**config.mk**
```make
export PLATFORM = sky130hd
export DESIGN_NAME = rdt_top
export DESIGN_NICKNAME = d
export VERILOG_FILES = /design/src/inc/rdt_pkg.sv /design/src/rdt_top.sv /design/src/rdt_sync.sv /design/src/rdt_timer.sv
export VERILOG_INCLUDE_DIRS = /design/src /design/src/inc
export SDC_FILE = /design/constraint.sdc
export NUM_CORES = 1
export LEC_CHECK = 0
export ABC_AREA = 0
export ABC_CLOCK_PERIOD_IN_PS = 3300
export BUFFER_PORTS_ARGS = -buffer_cell sky130_fd_sc_hd__buf_2
export CORE_ASPECT_RATIO = 0.7
export CORE_MARGIN = 2
export CORE_UTILIZATION = 55
export CTS_BUF_LIST = sky130_fd_sc_hd__clkbuf_8
export CTS_CLUSTER_DIAMETER = 200
export DETAILED_ROUTE_END_ITERATION = 6
export GPL_ROUTABILITY_DRIVEN = 0
export GPL_TIMING_DRIVEN = 1
export PLACE_DENSITY = 0.84
export RECOVER_POWER = 50
export REMOVE_ABC_BUFFERS = 1
export SLEW_MARGIN = 25
export SYNTH_ARGS = -nofsm -noshare
export SYNTH_HDL_FRONTEND = slang
export SYNTH_HIERARCHICAL = 1
export SYNTH_SLANG_ARGS = --single-unit
```
**constraint.sdc**
```tcl
create_clock -name pclk -period 3.3 [get_ports pclk]
set_input_delay 0.99 -clock pclk [delete_from_list [all_inputs] [get_ports pclk]]
set_output_delay 0.99 -clock pclk [all_outputs]
set_load 0.02 [all_outputs]
```
**src/inc/rdt_regs.svh**
```systemverilog
// Register offsets, field positions, reset values for the timer pair
`ifndef RDT_REGS_SVH
`define RDT_REGS_SVH
// Register indices (byte address is four times the index)
`define RDT_IDX_T2_RELOAD_LO   8'h1B
`define RDT_IDX_T2_COUNT_HI    8'h1C
`define RDT_IDX_T2_COUNT_LO    8'h1D
`define RDT_IDX_T3_CONTROL     8'h1E
`define RDT_IDX_T3_RELOAD_HI   8'h1F
`define RDT_IDX_T3_RELOAD_LO   8'h20
`define RDT_IDX_T3_COUNT_HI    8'h21
`define RDT_IDX_T3_COUNT_LO    8'h22
`define RDT_IDX_T2_CONTROL     8'h40
`define RDT_IDX_T2_RELOAD_HI   8'h41
`define RDT_IDX_IRQ_STATUS     8'h42
`define RDT_IDX_IRQ_MASK       8'h43
`define RDT_IDX_START          8'h44
// Control field positions
`define RDT_CTL_STOP_RX        7
`define RDT_CTL_START_HI       5
`define RDT_CTL_START_LO       4
`define RDT_CTL_AUTO_RELOAD    3
`define RDT_CTL_CLK_HI         1
`define RDT_CTL_CLK_LO         0
`define RDT_CTL_WMASK          8'hBB
// Reset values
`define RDT_RST_BYTE           8'h00
`define RDT_RST_COUNT          16'h0000
// Prescaler for the one-sixty-fourth rate
`define RDT_DIV64_MAX          6'h3F
`endif

```
**src/inc/rdt_pkg.sv**
```systemverilog
// Types shared by the timer pair
package rdt_pkg;
  typedef enum logic [1:0] {
    RDT_START_NONE,
    RDT_START_TX_END,
    RDT_START_TRIM,
    RDT_START_TRIM_UF
  } rdt_start_e;
  typedef enum logic [1:0] {
    RDT_CLK_FAST,
    RDT_CLK_DIV64,
    RDT_CLK_UF_T0,
    RDT_CLK_UF_T1
  } rdt_clk_e;
  // Control byte of one timer
  typedef struct packed {
    logic       stop_on_receive;
    logic       rsvd6;
    rdt_start_e start_mode_select;
    logic       auto_reload_enable;
    logic       rsvd2;
    rdt_clk_e   input_clock_select;
  } rdt_ctl_s;
  // Events feeding the timers
  typedef struct packed {
    logic tx_end;
    logic rx_4bits;
    logic lfo_edge;
    logic uf_t0;
    logic uf_t1;
    logic fast_tick;
  } rdt_evt_s;
endpackage

```
**src/rdt_top.sv**
```systemverilog
// APB register block with two reloading down timers
`timescale 1ns/1ps
`include "rdt_regs.svh"
module rdt_top (
  input  wire logic        pclk,
  input  wire logic        presetn,
  input  wire logic        clk_en,
  input  wire logic        psel,
  input  wire logic        penable,
  input  wire logic        pwrite,
  input  wire logic [11:0] paddr,
  input  wire logic [31:0] pwdata,
  output logic             pready,
  output logic             pslverr,
  output logic [31:0]      prdata,
  input  wire logic        fast_tick,
  input  wire logic        uf_t0,
  input  wire logic        uf_t1,
  input  wire logic        tx_end,
  input  wire logic        rx_4bits,
  input  wire logic        lfo_clk_pin,
  output logic             irq
);
  import rdt_pkg::*;

  // ==========================================================
  // Register state
  rdt_ctl_s    t2_ctl_q;
  rdt_ctl_s    t3_ctl_q;
  logic [7:0]  t2_rel_hi_q;
  logic [7:0]  t2_rel_lo_q;
  logic [7:0]  t3_rel_hi_q;
  logic [7:0]  t3_rel_lo_q;
  logic [1:0]  irq_stat_q;
  logic [1:0]  irq_mask_q;
  logic [5:0]  div_q;
  logic        tick64;
  logic        lfo_s;
  logic        lfo_prev_q;
  logic [15:0] t2_count;
  logic [15:0] t3_count;
  logic        t2_run;
  logic        t3_run;
  logic        t2_uf;
  logic        t3_uf;
  logic        wr;
  logic        rd;
  logic [7:0]  idx;
  logic        hit;
  logic [7:0]  rdata;
  rdt_evt_s    evt;
  logic [1:0]  sw_start;
  logic [1:0]  sw_stop;

  // ==========================================================
  // APB decode, zero-wait answers
  assign pready  = 1'b1;
  assign wr      = psel && penable && pwrite && clk_en;
  assign rd      = psel && penable && !pwrite && clk_en;
  assign idx     = paddr[9:2];
  assign pslverr = psel && penable && !hit;

  // ==========================================================
  // Trimming edge input through synchroniser
  rdt_sync u_lfo_sync (
    .pclk    (pclk),
    .presetn (presetn),
    .clk_en  (clk_en),
    .din     (lfo_clk_pin),
    .dout    (lfo_s)
  );

  // Rising edge detect of synchronised trimming clock
  always_ff @(posedge pclk or negedge presetn) begin
    if (!presetn) begin
      lfo_prev_q <= 1'b0;
    end else if (clk_en) begin
      lfo_prev_q <= lfo_s;
    end
  end

  // Divide fast ticks by 64
  always_ff @(posedge pclk or negedge presetn) begin
    if (!presetn) begin
      div_q <= 6'h00;
    end else if (clk_en && fast_tick) begin
      div_q <= div_q + 6'h01;
    end
  end
  assign tick64 = fast_tick && div_q == `RDT_DIV64_MAX;

  assign evt.tx_end    = tx_end;
  assign evt.rx_4bits  = rx_4bits;
  assign evt.lfo_edge  = lfo_s && !lfo_prev_q;
  assign evt.uf_t0     = uf_t0;
  assign evt.uf_t1     = uf_t1;
  assign evt.fast_tick = fast_tick;

  // ==========================================================
  // Timers
  rdt_timer u_t2 (
    .pclk      (pclk),
    .presetn   (presetn),
    .clk_en    (clk_en),
    .ctl       (t2_ctl_q),
    .reload    ({t2_rel_hi_q, t2_rel_lo_q}),
    .evt       (evt),
    .tick64    (tick64),
    .sw_start  (sw_start[0]),
    .sw_stop   (sw_stop[0]),
    .count_q   (t2_count),
    .running_q (t2_run),
    .underflow (t2_uf)
  );

  rdt_timer u_t3 (
    .pclk      (pclk),
    .presetn   (presetn),
    .clk_en    (clk_en),
    .ctl       (t3_ctl_q),
    .reload    ({t3_rel_hi_q, t3_rel_lo_q}),
    .evt       (evt),
    .tick64    (tick64),
    .sw_start  (sw_start[1]),
    .sw_stop   (sw_stop[1]),
    .count_q   (t3_count),
    .running_q (t3_run),
    .underflow (t3_uf)
  );

  // Software start and stop strobes
  assign sw_start = (wr && idx == `RDT_IDX_START) ? pwdata[1:0] : 2'b00;
  assign sw_stop  = (wr && idx == `RDT_IDX_START) ? pwdata[5:4] : 2'b00;

  // ==========================================================
  // Register writes
  always_ff @(posedge pclk or negedge presetn) begin
    if (!presetn) begin
      t2_ctl_q    <= rdt_ctl_s'(`RDT_RST_BYTE);
      t3_ctl_q    <= rdt_ctl_s'(`RDT_RST_BYTE);
      t2_rel_hi_q <= `RDT_RST_BYTE;
      t2_rel_lo_q <= `RDT_RST_BYTE;
      t3_rel_hi_q <= `RDT_RST_BYTE;
      t3_rel_lo_q <= `RDT_RST_BYTE;
      irq_mask_q  <= 2'b00;
    end else if (wr) begin
      unique case (idx)
        `RDT_IDX_T2_CONTROL:
          t2_ctl_q <= rdt_ctl_s'(pwdata[7:0] & `RDT_CTL_WMASK);
        `RDT_IDX_T3_CONTROL:
          t3_ctl_q <= rdt_ctl_s'(pwdata[7:0] & `RDT_CTL_WMASK);
        `RDT_IDX_T2_RELOAD_HI: t2_rel_hi_q <= pwdata[7:0];
        `RDT_IDX_T2_RELOAD_LO: t2_rel_lo_q <= pwdata[7:0];
        `RDT_IDX_T3_RELOAD_HI: t3_rel_hi_q <= pwdata[7:0];
        `RDT_IDX_T3_RELOAD_LO: t3_rel_lo_q <= pwdata[7:0];
        `RDT_IDX_IRQ_MASK:     irq_mask_q  <= pwdata[1:0];
        default: ;
      endcase
    end
  end

  // Sticky underflow flags; a read clears only the bits it reported
  // at setup, so a flag raised between setup and access is not lost
  always_ff @(posedge pclk or negedge presetn) begin
    if (!presetn) begin
      irq_stat_q <= 2'b00;
    end else if (clk_en) begin
      if (rd && idx == `RDT_IDX_IRQ_STATUS) begin
        irq_stat_q <= (irq_stat_q & ~prdata[1:0]) | {t3_uf, t2_uf};
      end else begin
        irq_stat_q <= irq_stat_q | {t3_uf, t2_uf};
      end
    end
  end

  assign irq = |(irq_stat_q & irq_mask_q);

  // ==========================================================
  // Read mux
  always_comb begin
    hit   = 1'b1;
    rdata = 8'h00;
    unique case (idx)
      `RDT_IDX_T2_CONTROL:   rdata = t2_ctl_q;
      `RDT_IDX_T2_RELOAD_HI: rdata = t2_rel_hi_q;
      `RDT_IDX_T2_RELOAD_LO: rdata = t2_rel_lo_q;
      `RDT_IDX_T2_COUNT_HI:  rdata = t2_count[15:8];
      `RDT_IDX_T2_COUNT_LO:  rdata = t2_count[7:0];
      `RDT_IDX_T3_CONTROL:   rdata = t3_ctl_q;
      `RDT_IDX_T3_RELOAD_HI: rdata = t3_rel_hi_q;
      `RDT_IDX_T3_RELOAD_LO: rdata = t3_rel_lo_q;
      `RDT_IDX_T3_COUNT_HI:  rdata = t3_count[15:8];
      `RDT_IDX_T3_COUNT_LO:  rdata = t3_count[7:0];
      `RDT_IDX_IRQ_STATUS:   rdata = {6'h00, irq_stat_q};
      `RDT_IDX_IRQ_MASK:     rdata = {6'h00, irq_mask_q};
      `RDT_IDX_START:        rdata = {6'h00, t3_run, t2_run};
      default:               hit   = 1'b0;
    endcase
  end

  // Read data registered at the setup edge
  always_ff @(posedge pclk or negedge presetn) begin
    if (!presetn) begin
      prdata <= 32'h0000_0000;
    end else if (clk_en && psel && !penable && !pwrite) begin
      prdata <= {24'h000000, rdata};
    end
  end

  // ==========================================================
  // Checks
  property p_reload_hold;
    @(posedge pclk) disable iff (!presetn)
    (clk_en && t3_run && $past(t3_run) && !$past(sw_start[1])
      && $changed(t3_rel_lo_q)) |-> t3_count != {t3_rel_hi_q, t3_rel_lo_q}
      || $past(t3_count) == t3_count || $past(t3_count) - 16'h1 == t3_count;
  endproperty
  a_reload_hold: assert property (p_reload_hold)
    else $error("reload write disturbed count");

  property p_start_load;
    @(posedge pclk) disable iff (!presetn)
    (clk_en && sw_start[1]) |=> t3_count == $past({t3_rel_hi_q, t3_rel_lo_q});
  endproperty
  a_start_load: assert property (p_start_load)
    else $error("start did not load reload");

  property p_stop_rx;
    @(posedge pclk) disable iff (!presetn)
    (clk_en && t3_run && rx_4bits && t3_ctl_q.stop_on_receive
      && !t3_ctl_q.start_mode_select[1] && !sw_start[1]
      && !tx_end) |=> !t3_run;
  endproperty
  a_stop_rx: assert property (p_stop_rx)
    else $error("stop on receive ignored");

  property p_uf_flag;
    @(posedge pclk) disable iff (!presetn)
    (clk_en && t3_uf) |=> irq_stat_q[1];
  endproperty
  a_uf_flag: assert property (p_uf_flag)
    else $error("underflow flag not set");

  property p_no_restart;
    @(posedge pclk) disable iff (!presetn)
    (clk_en && t3_uf && !t3_ctl_q.auto_reload_enable) |=> !t3_run;
  endproperty
  a_no_restart: assert property (p_no_restart)
    else $error("timer kept running at zero");

  property p_restart;
    @(posedge pclk) disable iff (!presetn)
    (clk_en && t3_uf && t3_ctl_q.auto_reload_enable) |=>
      t3_run && t3_count == $past({t3_rel_hi_q, t3_rel_lo_q});
  endproperty
  a_restart: assert property (p_restart)
    else $error("auto restart failed");

  property p_rsvd;
    @(posedge pclk) disable iff (!presetn)
    !t3_ctl_q.rsvd6 && !t3_ctl_q.rsvd2;
  endproperty
  a_rsvd: assert property (p_rsvd)
    else $error("reserved bit set");

  property p_dec;
    @(posedge pclk) disable iff (!presetn)
    (clk_en && t3_run && t3_count != 16'h0 && fast_tick && !sw_start[1]
      && !sw_stop[1] && !rx_4bits && !evt.lfo_edge && !tx_end
      && t3_ctl_q.input_clock_select == RDT_CLK_FAST)
      |=> t3_count == $past(t3_count) - 16'h1;
  endproperty
  a_dec: assert property (p_dec)
    else $error("count did not decrement");

  property p_t2_load;
    @(posedge pclk) disable iff (!presetn)
    (clk_en && sw_start[0])
      |=> t2_count == $past({t2_rel_hi_q, t2_rel_lo_q});
  endproperty
  a_t2_load: assert property (p_t2_load)
    else $error("second timer start did not load reload");

  property p_tx_start;
    @(posedge pclk) disable iff (!presetn)
    (clk_en && t3_ctl_q.start_mode_select == RDT_START_TX_END && tx_end)
      |=> t3_run && t3_count == $past({t3_rel_hi_q, t3_rel_lo_q});
  endproperty
  a_tx_start: assert property (p_tx_start)
    else $error("no start at end of transmission");

  property p_no_auto;
    @(posedge pclk) disable iff (!presetn)
    (t3_ctl_q.start_mode_select == RDT_START_NONE && !t3_run && !sw_start[1])
      |=> !t3_run;
  endproperty
  a_no_auto: assert property (p_no_auto)
    else $error("timer started without a start source");

  property p_trim_start;
    @(posedge pclk) disable iff (!presetn)
    (clk_en && !t3_run && t3_ctl_q.start_mode_select[1] && evt.lfo_edge)
      |=> t3_run && t3_count == $past({t3_rel_hi_q, t3_rel_lo_q});
  endproperty
  a_trim_start: assert property (p_trim_start)
    else $error("trimming edge did not start timer");

  property p_trim_rx;
    @(posedge pclk) disable iff (!presetn)
    (clk_en && t3_run && t3_ctl_q.start_mode_select[1] && rx_4bits
      && !evt.lfo_edge && !sw_stop[1] && !t3_uf) |=> t3_run;
  endproperty
  a_trim_rx: assert property (p_trim_rx)
    else $error("receive stopped a trimming timer");

  property p_cascade;
    @(posedge pclk) disable iff (!presetn)
    (clk_en && t3_run && t3_count != 16'h0000 && !sw_start[1]
      && !sw_stop[1] && !rx_4bits && !evt.lfo_edge && !tx_end
      && ((t3_ctl_q.input_clock_select == RDT_CLK_UF_T0 && uf_t0)
      || (t3_ctl_q.input_clock_select == RDT_CLK_UF_T1 && uf_t1)))
      |=> t3_count == $past(t3_count) - 16'h0001;
  endproperty
  a_cascade: assert property (p_cascade)
    else $error("cascaded underflow did not decrement");
endmodule

```
**src/rdt_sync.sv**
```systemverilog
// Three-stage synchroniser for a pin level
`timescale 1ns/1ps
module rdt_sync (
  input  wire logic pclk,
  input  wire logic presetn,
  input  wire logic clk_en,
  input  wire logic din,
  output logic      dout
);
  logic s1_q;
  logic s2_q;
  logic s3_q;
  // Shift chain, the change counts once stages two and three agree
  always_ff @(posedge pclk or negedge presetn) begin
    if (!presetn) begin
      s1_q <= 1'b0;
      s2_q <= 1'b0;
      s3_q <= 1'b0;
      dout <= 1'b0;
    end else if (clk_en) begin
      s1_q <= din;
      s2_q <= s1_q;
      s3_q <= s2_q;
      if (s2_q == s3_q) begin
        dout <= s3_q;
      end
    end
  end
endmodule

```
**src/rdt_timer.sv**
```systemverilog
// One 16-bit reloading down counter
`timescale 1ns/1ps
`include "rdt_regs.svh"
module rdt_timer (
  input  wire logic          pclk,
  input  wire logic          presetn,
  input  wire logic          clk_en,
  input  wire rdt_pkg::rdt_ctl_s ctl,
  input  wire logic [15:0]   reload,
  input  wire rdt_pkg::rdt_evt_s evt,
  input  wire logic          tick64,
  input  wire logic          sw_start,
  input  wire logic          sw_stop,
  output logic [15:0]        count_q,
  output logic               running_q,
  output logic               underflow
);
  import rdt_pkg::*;
  logic tick;
  logic trim;
  logic start_evt;
  logic stop_evt;
  // Tick source per clock select
  always_comb begin
    unique case (ctl.input_clock_select)
      RDT_CLK_FAST:  tick = evt.fast_tick;
      RDT_CLK_DIV64: tick = tick64;
      RDT_CLK_UF_T0: tick = evt.uf_t0;
      RDT_CLK_UF_T1: tick = evt.uf_t1;
    endcase
  end
  assign trim = ctl.start_mode_select[1];
  // Start sources: software, end of transmission, trimming edge
  assign start_evt = sw_start
    | (ctl.start_mode_select == RDT_START_TX_END && evt.tx_end)
    | (trim && evt.lfo_edge && !running_q);
  // Stop sources; receive stop ignored in trimming modes
  assign stop_evt = sw_stop
    | (ctl.stop_on_receive && !trim && evt.rx_4bits)
    | (trim && evt.lfo_edge && running_q);
  assign underflow = running_q && !start_evt && !stop_evt && tick
    && count_q == 16'h0000
    && ctl.start_mode_select != RDT_START_TRIM;
  // Counter and run state
  always_ff @(posedge pclk or negedge presetn) begin
    if (!presetn) begin
      count_q   <= `RDT_RST_COUNT;
      running_q <= 1'b0;
    end else if (clk_en) begin
      if (start_evt) begin
        count_q   <= reload;
        running_q <= 1'b1;
      end else if (stop_evt) begin
        running_q <= 1'b0;
      end else if (running_q && tick) begin
        if (count_q != 16'h0000) begin
          count_q <= count_q - 16'h0001;
        end else if (ctl.start_mode_select == RDT_START_TRIM) begin
          running_q <= 1'b1;
        end else if (ctl.auto_reload_enable) begin
          count_q <= reload;
        end else begin
          running_q <= 1'b0;
        end
      end
    end
  end
endmodule

```
# Yosys cells after proc, flatten, opt, wreduce, memory -nomap -nowiden
# Index checks and enable logic that the tools add are counted.
[totals]
regBits = 101
latchBits = 0
ramBits = 0
rom_bits = 0
inputBits = 56
output_inout_bits = 35
memories = 0
[classes]
n_addsub = 3
mul = 0
div_mod_pow = 0
n_lt_le_gt_ge = 0
n_eq_ne = 35
shift = 0
mux = 31
bitwise = 13
n_reduce_logical = 76
[ops]
columns = ["op", "count"]
rows = [
  ["2-to-1 mux 16 bit", 12],
  ["one-hot mux 8 bit (13 select lines)", 1],
  ["equality test 8 x 5 -> 1 bit (second input constant)", 5],
  ["equality test 8 x 7 -> 1 bit (second input constant)", 5],
  ["logical AND 1 bit", 38],
  ["logical NOT 16 bit", 2],
  ["nonzero test 16 bit", 2],
  ["subtractor 16 x 1 -> 16 bit (second input constant)", 2],
  ["equality test 8 x 6 -> 1 bit (second input constant)", 3],
  ["AND reduction 2 bit", 8],
  ["2-to-1 mux 1 bit", 13],
  ["OR reduction 13 bit", 1],
  ["equality test 2 bit (second input constant)", 6],
  ["logical NOT 1 bit", 12],
  ["inequality test 3 x 1 -> 1 bit (second input constant)", 4],
  ["nonzero test 3 bit", 4],
  ["AND reduction 5 bit", 2],
  ["equality test 2 x 1 -> 1 bit (second input constant)", 4],
  ["inequality test 4 x 1 -> 1 bit (second input constant)", 2],
  ["bitwise OR 1 bit", 8],
  ["one-hot mux 1 bit (4 select lines)", 2],
  ["AND reduction 4 bit", 2],
  ["adder 6 x 1 -> 6 bit (second input constant)", 1],
  ["equality test 6 bit (second input constant)", 1],
  ["other kinds (10)", 18],
]

# Logic depth before layout (Yosys ltp)
[logic_depth]
word_depth = 15
depth_mapped = 12
ltp_nobuf = 10

# Modules after synthesis
# The synthesis kept the hierarchy.
[by_module_without_submodules]
columns = ["mod", "n_inst", "cells_per_inst", "area_each_um2"]
rows = [
  ["rdt_top", 1, 321, 3628.5],
  ["rdt_timer", 2, 152, 1539.0],
  ["rdt_sync", 1, 10, 156.4],
]

# Least setup slack after synthesis
# No wires, ideal clock.
[synth_timing]
path_kind = "input -> output"
from = "input paddr[3]"
to = "output pslverr"
arrival_time_ps = 2173
required_time_ps = 2310
path_slack_ps = 137
path_stages = 5
path_cell_list = "clkbuf_1 buf_2 buf_2 a21oi_1 nor3_1"
[synth_via]
elab_chain_len = 5
elab_cells_between_ends = 17
cone_classes = "eq/ne (13); mux (1); reduce/logical (3)"
[synth_rtl]
columns = ["item", "line", "source"]
rows = [
  ["from (decl)", "rdt_top.sv:11", "input wire logic [11:0] paddr,"],
  ["equality test 8 x 7 -> 1 bit, or another cell as far along", "rdt_top.sv:183", "unique case (idx)"],
  ["OR reduction 13 bit (no line) *", "-", ""],
  ["2-to-1 mux 1 bit *", "rdt_top.sv:183", ""],
  ["logical NOT 1 bit *", "rdt_top.sv:61", "assign pslverr = psel && penable && !hit;"],
  ["logical AND 1 bit *", "rdt_top.sv:61", ""],
  ["to (decl)", "rdt_top.sv:14", "output logic pslverr,"],
]
# Mark *: on every way between the ends. The rest lies on a longest branch, timed or not.

# Worst setup path after layout
[layout_timing]
from = "input paddr[9]"
to = "output pslverr"
# Same word-level chain as after synthesis.

==> run summary <==
Crit path cell chain: buf_2, buf_4, nor2_1, nand3b_1, o221ai_1, nor3_1, buf_2
Leakage power: 0.00321 uW
Violated checks: DRC, capacitance limit, slew limit
Cells after Synth: 635
MaxCap Viol Count: 1
Final min period: 3220 ps
Clock transition at path regs: 100 ps
CTS tree: yes
Number of synthesized flops with an enable pin: 0
Synthesis-to-layout area growth: 7.44%
All-Layer GR Usage: 30.7%
CP bufs+invs: 3
Post-Syn Area: 6860 sq um
Most used cell, CP: buf_2
Std-Cell Rows: 34
Clk root buf: clkbuf_8
Most common cell after layout, fill and taps aside: dfrtp_1
Yosys Warn Count: 6
Largest net degree at the start of global routing: 62
Crit path kind: input pin to output pin
Initial antenna violation count: 0
Top delay family on crit path: simple AND/OR/NAND/NOR gates
Aggregate global routing overflow: 0
Main synth FF type: dfrtp_1
Initial Util: 55.8%
Vias in the first global route: 5614
First-pass GRT wire length: 31300 microns
Max Clock Skew: 8.63 ps
Worst rel slew slack: -1.54%
DR iter-0 viols: 718
Die Y: 97.5 microns
Drc violations: 1
Setup TNS: 0 ps
Post-route cell area: 7370 sq um
Seq cells post-synth: 101
Core Box Area: 12300 sq um
CTS Buf Count: 9
Final count of pins violating max slew: 62
Die width: 138 microns
TritonCTS sink count: 101
WP data required: 2310 ps
Worst-margin pin slew: 1520 ps
Nets: 740
FMAX: 311 MHz
Resized cells post-CTS: 0
Crit-path max FO: 3
RSZ-0062 raised after global routing: no
Final Cycle Share: 97.5%
Clock Latency Late Sink: 380 ps
Register area share after synthesis: 36.8%
Final Hold Viols: 0
Post-CTS Setup Repair Bufs: 0
Total power: 3850 uW
CTS Buffer Depth: 2
IO Pins: 91
Commonest non-fill, non-tap cells in the layout: 101 x dfrtp_1, 57 x mux2_2, 38 x nand2_1
Pre-antenna DRT Iters: 7
P per Cell Area: 522 nW/um^2
Crit path launch type: input pin
Port Buffers: 37
Dpl hpwl: 14900 microns
Hold Path Class: flop to flop
Endpoints failing setup: 0
DP Cell Count: 830
Slowest cell on crit path: o221ai_1
Drt wl/cell: 23.8 microns
Final core area utilization: 60.0%
Die ar.: 13400 sq um
Hold buffers post-CTS: 0
Async set or reset register ratio after synthesis: 100%
Arr. time, crit path: 2230 ps
Total Wirelength: 20100 microns
Status: finished with violations
Syn_area_per_cell: 10.8 sq um
Via/cell ratio: 6.94
DP Area: 7160 sq um
Routed vias: 5872
Worst VDD drop: 0.261 mV
CP max stage delay: 290 ps
Endpoint class of the critical path: output pin
Cell variety after synth: 78
Routed Antenna Nets: 0
H-tree levels: 3
Finished Layout Cells: 846
Layout cells sized above 1: 28.2%
Antenna cells: 0
## cell families after synthesis
| logic type | after synthesis | share of synthesized area (%) |
|---|---|---|
| AOI/OAI and AO/OA | 151 | 18.7 |
| other | 2 | 0.109 |
| adders and majority gates | 5 | 0.912 |
| DFF | 101 | 36.8 |
| and+or+nand+nor | 208 | 20.3 |
| buffers and inverters | 80 | 8.37 |
| xor gates and xnor gates | 5 | 0.638 |
| muxes | 83 | 14.1 |
## synthesized netlist by cell type, types with 6 or more instances
cell	instances	area, sq um
dfrtp_1	101	2530
mux2_2	57	642
nand2_1	38	143
nor3_1	29	145
nor2_1	28	105
buf_4	27	203
o2bb2ai_1	26	228
a21oi_1	24	120
inv_1	23	86.3
mux2i_1	21	210
nand3_1	18	90.1
o221ai_1	17	149
o221ai_2	12	180
nor2b_1	11	68.8
o21ai_0	10	50.1
and2_1	8	50.1
buf_6	8	90.1
nand4_1	8	50.1
nor4b_1	8	70.1
a22o_1	7	61.3
buf_2	6	30.0
clkbuf_1	6	22.5
clkbuf_8	6	82.6
nor4_4	6	128
## per-stage QoR
stage          hold WS, ps  setup WS (ps)
2_1_floorplan          446            187
3_3_place_gp           462            179
3_5_place_dp           469            109
4_1_cts                504            112
5_1_grt                526           27.2
6_report               508           81.1
## where the power goes
part | internal [uW] | switching [uW] | leakage (uW) | total (uW)
combinational | 470 | 577 | 0.00177 | 1050
sequential | 1460 | 441 | 0.00133 | 1900
clock | 447 | 448 | 0.000110 | 895
## tightest hold or removal path: cells and delay by family, from the launching register on
family | cells | cell delay, ps
flip-flops | 1 | 360
AO/OA/AOI/OAI | 1 | 70
AND/OR/NAND/NOR | 1 | 50
## final cells by class
cell class | instances | area, sq um
Clock buffer | 10 | 138
Multi-Input combinational cell | 477 | 3850
Sequential cell | 101 | 2530
Timing Repair Buffer | 67 | 478
Tap cell | 162 | 203
Clock inverter | 6 | 87.6
Fill cell | 1015 | 4920
Inverter | 23 | 86.3
## state kept, by name, indices dropped and copies added (netlist names), 2 cells and up
register      flops
prdata            8
irq_stat_q        2
t2_ctl_q          6
t2_rel_lo_q       8
u_t2/count_q     16
div_q             6
t2_rel_hi_q       8
u_t3/count_q     16
t3_rel_lo_q       8
t3_ctl_q          6
t3_rel_hi_q       8
irq_mask_q        2
## path summary, 6_finish.rpt
path | depth (start not counted) | slack (ps) | to | start
min in group asynchronous | 1 | 970 | div_q[0]$_DFFE_PN0P_ | presetn
setup reg to reg | 9 | 1010 | u_t3/count_q[7]$_DFFE_PN0P_ | div_q[0]$_DFFE_PN0P_
max in group asynchronous | 2 | 580 | u_t2/count_q[4]$_DFFE_PN0P_ | presetn
hold reg to reg | 2 | 510 | prdata[2]$_DFFE_PN0P_ | prdata[2]$_DFFE_PN0P_
setup / recovery | 7 | 80 | pslverr | paddr[9]
hold / removal | 2 | 510 | prdata[2]$_DFFE_PN0P_ | prdata[2]$_DFFE_PN0P_
## layer usage
layer	wire length [microns]	global-route usage, %	vias up
li1	-	-	2482
met1	8340	46.2	2898
met2	8470	42.1	428
met3	2760	10.2	64
met4	526	8.25	0
met5	0	0	-
Note: power is estimated with default switching activity, not from simulation.
